===== src/logic/dsd_pkg.sv =====
// Shared constants and types for the drive standstill detector.
// Assumes one system clock and a logic-cycle tick from outside.
package dsd_pkg;

  // ----------------------------------------
  // Input configurations
  // ----------------------------------------
  // One single-channel encoder input.
  localparam logic [1:0] MODE_SINGLE = 2'h0;
  // One encoder input pair.
  localparam logic [1:0] MODE_PAIR1  = 2'h1;
  // Two encoder input pairs.
  localparam logic [1:0] MODE_PAIR2  = 2'h2;

  // ----------------------------------------
  // Field positions of the encoder bus
  // ----------------------------------------
  // Number of encoder wires and of pairs.
  localparam int ENC_W   = 4;
  localparam int PAIRS   = 2;
  // Channel masks for each configuration.
  localparam logic [3:0] MASK_SINGLE = 4'h1;
  localparam logic [3:0] MASK_PAIR1  = 4'h3;
  localparam logic [3:0] MASK_PAIR2  = 4'hF;

  // ----------------------------------------
  // Timing in milliseconds
  // ----------------------------------------
  // Quiet time limits and step, as printed.
  localparam int QUIET_MIN_MS  = 100;
  localparam int QUIET_MAX_MS  = 10000;
  localparam int QUIET_STEP_MS = 10;
  // Quiet time input limits in steps.
  localparam logic [9:0] QSTEP_MIN = 10'(QUIET_MIN_MS / QUIET_STEP_MS);
  localparam logic [9:0] QSTEP_MAX = 10'(QUIET_MAX_MS / QUIET_STEP_MS);
  // Width of the millisecond counters.
  localparam int MS_W = 14;
  // Step size at counter width.
  localparam logic [13:0] STEP_MS = 14'(QUIET_STEP_MS);

  // ----------------------------------------
  // Reset values
  // ----------------------------------------
  localparam logic [13:0] MS_RST  = 14'h0000;
  localparam logic [3:0]  ENC_RST = 4'h0;

  // ----------------------------------------
  // Detection state, Gray along the path
  // ----------------------------------------
  typedef enum logic [1:0] {
    DSD_RUN   = 2'b00,
    DSD_WATCH = 2'b01,
    DSD_STOP  = 2'b11
  } dsd_state_t;

endpackage


===== src/logic/dsd_standstill.sv =====
// Drive standstill detector: watches encoder edges after the
// drive enable falls and reports a confirmed stop.
// Assumes all inputs are synchronous to i_sys_clk and that
// i_tick pulses for one clock once per logic cycle.
//
// Overview of operation
// - Drive enable falling edge starts a detection run.
// - Standstill after quiet time without any edge.
// - Drive enable high clears standstill, aborts run.
// - Edges ignored while enabled or standstill.
// - Pair low two cycles raises wiring error.
// - Error clears when pair active, enable low.
// - Fault flag follows any wiring error.
// - Single input, one pair, or two pairs.
// - Plausibility check only with pair configurations.
// - Quiet time 100 ms to 10 s, 10 ms steps.
module dsd_standstill (
  input  wire logic       i_sys_clk,
  input  wire logic       i_rstn,
  input  wire logic       i_tick,
  input  wire logic       i_drive_en,
  input  wire logic [3:0] i_enc,
  input  wire logic [1:0] i_mode,
  input  wire logic       i_plaus_en,
  input  wire logic       i_fault_use,
  input  wire logic [9:0] i_quiet_steps,
  input  wire logic [7:0] i_cycle_ms,
  output logic            o_standstill,
  output logic [1:0]      o_wire_err,
  output logic            o_fault,
  output logic            o_cfg_err
);

  // ----------------------------------------
  // Configuration decode
  // ----------------------------------------
  logic [3:0]  ch_mask;   // Encoder channels in use.
  logic [1:0]  pair_use;  // Pairs in use.
  logic        plaus_ok;  // Check allowed and requested.
  logic [13:0] quiet_ms;  // Quiet time in milliseconds.
  logic        cfg_bad;   // Configuration out of range.

  // Decodes the input configuration and checks its ranges.
  always_comb begin
    unique case (i_mode)
      dsd_pkg::MODE_SINGLE: begin
        ch_mask  = dsd_pkg::MASK_SINGLE;
        pair_use = 2'h0;
      end
      dsd_pkg::MODE_PAIR1: begin
        ch_mask  = dsd_pkg::MASK_PAIR1;
        pair_use = 2'h1;
      end
      dsd_pkg::MODE_PAIR2: begin
        ch_mask  = dsd_pkg::MASK_PAIR2;
        pair_use = 2'h3;
      end
      default: begin
        // The fourth code is illegal and watches nothing.
        ch_mask  = 4'h0;
        pair_use = 2'h0;
      end
    endcase
    // The check never runs on a single channel.
    plaus_ok = i_plaus_en && (i_mode != dsd_pkg::MODE_SINGLE);
    quiet_ms = 14'(i_quiet_steps * dsd_pkg::STEP_MS);
    // Out-of-range values block the standstill report.
    cfg_bad  = (i_quiet_steps < dsd_pkg::QSTEP_MIN)
            || (i_quiet_steps > dsd_pkg::QSTEP_MAX)
            || (quiet_ms <= 14'(i_cycle_ms))
            || (i_mode == 2'h3)
            || (i_plaus_en && !plaus_ok);
  end

  // ----------------------------------------
  // Sampling and edge detection
  // ----------------------------------------
  logic [3:0] enc_ff;      // Encoder sample of last tick.
  logic [3:0] nxt_enc;
  logic       drv_ff;      // Drive enable of last tick.
  logic       nxt_drv;
  logic       first_ff;    // High until first tick seen.
  logic       nxt_first;
  logic       any_edge;    // Edge on a used channel.
  logic       drv_fall;    // Drive enable fell this tick.

  // Takes a new sample on every tick.
  always_comb begin
    nxt_enc   = enc_ff;
    nxt_drv   = drv_ff;
    nxt_first = first_ff;
    if (i_tick) begin
      nxt_enc   = i_enc;
      nxt_drv   = i_drive_en;
      nxt_first = 1'b0;
    end
    // No edge is seen on the very first sample.
    any_edge = i_tick && !first_ff && |((i_enc ^ enc_ff) & ch_mask);
    drv_fall = i_tick && !first_ff && drv_ff && !i_drive_en;
  end

  // Registers the samples.
  always_ff @(posedge i_sys_clk or negedge i_rstn) begin
    if (!i_rstn) begin
      enc_ff   <= dsd_pkg::ENC_RST;
      drv_ff   <= 1'b0;
      first_ff <= 1'b1;
    end else begin
      enc_ff   <= nxt_enc;
      drv_ff   <= nxt_drv;
      first_ff <= nxt_first;
    end
  end

  // ----------------------------------------
  // Detection run
  // ----------------------------------------
  dsd_pkg::dsd_state_t state_ff;   // Run state.
  dsd_pkg::dsd_state_t nxt_state;
  logic [13:0] quiet_ff;           // Milliseconds without edge.
  logic [13:0] nxt_quiet;
  logic [13:0] quiet_sum;          // Count after this tick.
  logic        nxt_still;

  // Counts quiet logic cycles and decides the stop.
  always_comb begin
    nxt_state = state_ff;
    nxt_quiet = quiet_ff;
    quiet_sum = 14'(quiet_ff + 14'(i_cycle_ms));
    if (i_drive_en) begin
      // Running drive clears the report at once.
      nxt_state = dsd_dsd_run();
      nxt_quiet = dsd_pkg::MS_RST;
    end else begin
      unique case (state_ff)
        dsd_pkg::DSD_RUN: begin
          if (drv_fall && !cfg_bad) begin
            nxt_state = dsd_pkg::DSD_WATCH;
            nxt_quiet = dsd_pkg::MS_RST;
          end
        end
        dsd_pkg::DSD_WATCH: begin
          if (cfg_bad) begin
            nxt_state = dsd_pkg::DSD_RUN;
          end else if (any_edge) begin
            nxt_quiet = dsd_pkg::MS_RST;
          end else if (i_tick) begin
            nxt_quiet = quiet_sum;
            if (quiet_sum >= quiet_ms) begin
              nxt_state = dsd_pkg::DSD_STOP;
            end
          end
        end
        dsd_pkg::DSD_STOP: begin
          // Edges are no longer looked at here.
          nxt_state = dsd_pkg::DSD_STOP;
        end
      endcase
    end
    nxt_still = (nxt_state == dsd_pkg::DSD_STOP);
  end

  // Returns the running state code.
  function automatic dsd_pkg::dsd_state_t dsd_dsd_run();
    return dsd_pkg::DSD_RUN;
  endfunction

  // Registers the run state and the standstill output.
  always_ff @(posedge i_sys_clk or negedge i_rstn) begin
    if (!i_rstn) begin
      state_ff     <= dsd_pkg::DSD_RUN;
      quiet_ff     <= dsd_pkg::MS_RST;
      o_standstill <= 1'b0;
      o_cfg_err    <= 1'b0;
    end else begin
      state_ff     <= nxt_state;
      quiet_ff     <= nxt_quiet;
      o_standstill <= nxt_still;
      o_cfg_err    <= cfg_bad;
    end
  end

  // ----------------------------------------
  // Pair plausibility check
  // ----------------------------------------
  logic [1:0] low_ff;     // Pair was all low last tick.
  logic [1:0] nxt_low;
  logic [1:0] pair_low;   // Pair all low now.
  logic [1:0] nxt_err;

  // One check per pair.
  for (genvar p = 0; p < dsd_pkg::PAIRS; p++) begin : g_pair
    // Works out the next error and low history of pair p.
    always_comb begin
      pair_low[p] = !i_enc[2*p] && !i_enc[2*p+1];
      nxt_low[p]  = low_ff[p];
      nxt_err[p]  = o_wire_err[p];
      if (!(plaus_ok && pair_use[p])) begin
        // An unused pair carries no error.
        nxt_low[p] = 1'b0;
        nxt_err[p] = 1'b0;
      end else if (i_tick) begin
        nxt_low[p] = pair_low[p];
        if (pair_low[p] && low_ff[p]) begin
          nxt_err[p] = 1'b1;
        end else if (!pair_low[p] && !i_drive_en) begin
          nxt_err[p] = 1'b0;
        end
      end
    end
  end

  // Registers the errors and the fault flag.
  always_ff @(posedge i_sys_clk or negedge i_rstn) begin
    if (!i_rstn) begin
      low_ff     <= 2'h0;
      o_wire_err <= 2'h0;
      o_fault    <= 1'b0;
    end else begin
      low_ff     <= nxt_low;
      o_wire_err <= nxt_err;
      o_fault    <= i_fault_use && |nxt_err;
    end
  end
endmodule


===== config.mk =====
export PLATFORM = sky130hd
export DESIGN_NAME = dsd_standstill
export DESIGN_NICKNAME = d
export VERILOG_FILES = /design/src/logic/dsd_pkg.sv /design/src/logic/dsd_standstill.sv
export SDC_FILE = /design/constraint.sdc
export NUM_CORES = 1
export LEC_CHECK = 0
export ABC_AREA = 1
export BUFFER_PORTS_ARGS = -buffer_cell sky130_fd_sc_hd__buf_2
export CAP_MARGIN = 10
export CORE_MARGIN = 2
export CORE_UTILIZATION = 33
export DETAILED_ROUTE_END_ITERATION = 12
export HOLD_SLACK_MARGIN = 0.06
export PLACE_DENSITY_LB_ADDON = 0.25
export SETUP_SLACK_MARGIN = 0.2
export SLEW_MARGIN = 20
export SYNTH_ARGS = -nofsm -noshare
export SYNTH_HDL_FRONTEND = slang
export SYNTH_SLANG_ARGS = --single-unit

===== constraint.sdc =====
create_clock -name i_sys_clk -period 5.61 [get_ports i_sys_clk]
set_clock_uncertainty 0.1 [all_clocks]
set_input_delay 0.561 -clock i_sys_clk [delete_from_list [all_inputs] [get_ports i_sys_clk]]
set_output_delay 0.561 -clock i_sys_clk [all_outputs]
set_load 0.02 [all_outputs]

==> impl_metrics.csv <==
group,metric,value,unit
floorplan,die_w,103,µm
cells_and_area,final_nets,576,
logic_synthesis,synth_area,3260,µm²
placement,place_ws,1.86,ns
setup_path,rrSetupSlack,2.30,ns
timing,setup_viol,0,
cells_and_area,postLayoutCoreUtil,37.5,%
grt,grt_start_max_net_pins,30,
cts,cts_buffers,5,
logic_synthesis,synthAdderAreaFrac,19.7,%
routing,drcViolationCount,0,
timing,fmax,0.290,GHz
floorplan,rows,36,
routing,drt_iter0_markers,119,
timing,rsz0062_at_grt,"false",
cts,htreeDepth,2,
cts,post_cts_resized,0,
logic_synthesis,synth-compound-area-share,8.29,%
logic_synthesis,synth-simple-area-share,35.1,%
setup_path,worstReg2RegStart,"quiet_ff[0]",
routing,drt_first_pass_iters,5,
setup_path,reg2reg_to,"o_standstill",
placement,place.gp.congestion,0.905,
timing,drv_slew,0,
timing,fin_setup_tns,0,ns
setup_path,worstPathArrival,3.50,ns
logic_synthesis,syn_inst,463,
logic_synthesis,yosys_register_bits,29,
cts,cts_sinks,29,
logic_synthesis,synth-edff-count,0,
logic_synthesis,synth_nets,543,
outcome,status,"finished clean",
timing,worst_pin_slew,0.806,ns
worst_hold_path,hold_class,"in2async",
cells_and_area,final_layout_size_suffix_gt1_share,14.7,%
job,cap_violations,0,
logic_synthesis,synth_seq_area_share,22.3,%
cts,cts.clk_slew.worst_paths,0.06,ns
setup_path,path_max_fanout,16,
power,p_per_area,173,nW/µm²
logic_synthesis,ys_types,40,
logic_synthesis,syn_area_per_cell,7.04,µm²
cells_and_area,fill_cells,1057,
floorplan,design.die.area,10700,µm²
placement,hpwlAfterDp,6.53,mm
timing,holdWs,0.228,ns
cts,clk_latency,0.28,ns
cells_and_area,layout_commonest_cell,"nand2_1",
power,finalPower,0.000627,W
timing,finalHoldViolCount,0,
cts,cts_root_buf,"clkbuf_8",
floorplan,io_pins,35,
setup_path,max_stage_delay,0.50,ns
setup_path,start_kind,"primary input",
grt,grt_overflow,0,
cts,cts_setup_buffers,0,
logic_synthesis,synth_top_family_by_area,"simple AND/OR/NAND/NOR gates",
routing,drt-total-wl,7.76,mm
logic_synthesis,synth_xor_area_share,4.03,%
timing,min_period,3.44,ns
routing,viasPerCell,4.70,
logic_synthesis,synthFlopType,"dfrtp_1",
setup_path,critPathKind,"in2reg",
setup_path,end_kind,"flop",
grt,antenna_found_initial,0,
floorplan,core_area,9680,µm²
setup_path,critPathRequiredTime,5.67,ns
power,p_leak,2.04,nW
grt,grt_usage,15.3,%
floorplan,initial_utilization,33.6,%
cells_and_area,mostFrequentLayoutCells,"nand2_1 (119), inv_1 (72), ha_1 (48)",
cts,cts_buffer_depth,2,
floorplan,die_h,103,µm
grt,grt_pass1_wl,12.7,mm
power,ir_drop,0.0941,mV
setup_path,worstPathCellList,"buf_2 -> ha_1 -> ha_1 -> inv_1 -> fa_1 -> inv_1 -> ha_1 -> nand2_1 -> nor2_1 -> nand2_1 -> nand3_1 -> nand2_1 -> a21oi_1 -> nor2_2 -> nand2_2 -> nand3_2 -> nand2_4 -> nand3_4 -> nand3_1 -> nand2_1",
setup_path,rr_worst_depth,20,
logic_synthesis,synth.mux.area_fraction,0,%
cts,cts_hold_buf,0,
setup_path,crit_path_top_delay_cell,"fa_1",
cells_and_area,antenna_cells,0,
cts,cts_tree,"yes",
logic_synthesis,ys_async_sr_fraction,100,%
logic_synthesis,yosysWarnings,0,
routing,ant_nets,0,
timing,relSlewSlack,46.2,%
timing,timing.final.crit_share,61.4,%
placement,portBuffers,34,
timing,finalWorstSetupSlack,2.17,ns
grt,grt_pass1_vias,2810,
setup_path,cpMostUsedCell,"nand2_1",
cells_and_area,area_growth,11.4,%
routing,wl_per_cell,12.3,µm
routing,vias,2961,
-- where the power goes --
| group | internal, W | switching, W | total [W] | leakage (nW) |
|---|---|---|---|---|
| Clock | 0.000111 | 0.0000765 | 0.000187 | 0.0542 |
| Combinational | 0.0000801 | 0.000142 | 0.000222 | 1.60 |
| Sequential | 0.000214 | 0.00000311 | 0.000217 | 0.388 |
| Total | 0.000405 | 0.000221 | 0.000627 | 2.04 |
-- metrics by stage --
stage,std cells,cell area (µm²)
final,630,3630
after global routing,630,3630
after CTS,630,3630
after detailed placement,622,3530
after global placement,622,3530
after floorplan,463,3260
-- flip-flops by register name, indices dropped and copies added (netlist names) --
register      count
o_standstill      1
drv_ff            1
first_ff          1
o_fault           1
quiet_ff         14
state_ff          2
enc_ff            4
o_cfg_err         1
o_wire_err        2
low_ff            2
-- metal layers --
layer,global-route usage (%),share of wire [%],up-vias
met5,0,0,-
met1,20.0,50,1313
met2,26.5,46,61
met4,3.64,1.2,0
li1,-,-,1579
met3,2.22,3.3,8
-- worst max-delay path, delay by kind of cell --
family	cells	cell delay, ns
AND/OR/NAND/NOR	12	1.25
adder cells (fa/ha/maj)	4	1.25
buffers and inverters	3	0.26
AO/OA/AOI/OAI	1	0.17
-- worst max path at each step --
stage / start / end / slack [ns]
final: i_quiet_steps[1] / quiet_ff[11] / 2.17
after global routing: i_quiet_steps[1] / quiet_ff[10] / 1.89
after CTS: i_quiet_steps[1] / quiet_ff[11] / 2.14
after detailed placement: i_quiet_steps[1] / quiet_ff[9] / 1.86
after global placement: i_quiet_steps[1] / quiet_ff[9] / 1.96
after floorplan: i_quiet_steps[1] / quiet_ff[8] / 2.42
-- Yosys cell counts, types with 2 or more instances --
| library cell | count | area share, % |
|---|---|---|
| nand2_1 | 119 | 14 |
| inv_1 | 72 | 8.3 |
| ha_1 | 48 | 18 |
| nand3_1 | 31 | 4.8 |
| nor2_1 | 30 | 3.5 |
| dfrtp_1 | 28 | 22 |
| a21oi_1 | 26 | 4.0 |
| nand4_1 | 20 | 3.8 |
| o21ai_0 | 12 | 1.8 |
| nand3_2 | 11 | 3.4 |
| nor3_1 | 8 | 1.2 |
| xor2_1 | 8 | 2.2 |
| xnor2_1 | 7 | 1.9 |
| nand2_2 | 6 | 1.2 |
| nor2_2 | 4 | 0.77 |
| nand2_4 | 3 | 1.0 |
| and2_1 | 2 | 0.38 |
| clkbuf_1 | 2 | 0.23 |
| fa_1 | 2 | 1.2 |
| inv_2 | 2 | 0.23 |
| nor4_1 | 2 | 0.38 |
| o21bai_1 | 2 | 0.46 |
-- cell type report --
type                    instances  area (µm²)  area share (%)
clock buffers                   7        96.3            2.65
multi-input cells             352        2190            60.3
repair buffers                 34         170            4.69
clock inverters                 1        5.00           0.138
well taps                     133         166            4.58
flip-flops and latches         29         727            20.0
inverters                      74         278            7.65
-- cells by family (layout without fill, tap and decap cells) --
kind of cell / count (synthesis) / after routing
AO/OA/AOI/OAI: 48 / 48
XOR/XNOR: 15 / 15
adder cells (fa/ha/maj): 50 / 50
buffers and inverters: 82 / 116
flip-flops: 29 / 29
AND/OR/NAND/NOR: 239 / 239
Note: power is estimated with default switching activity, not from simulation.
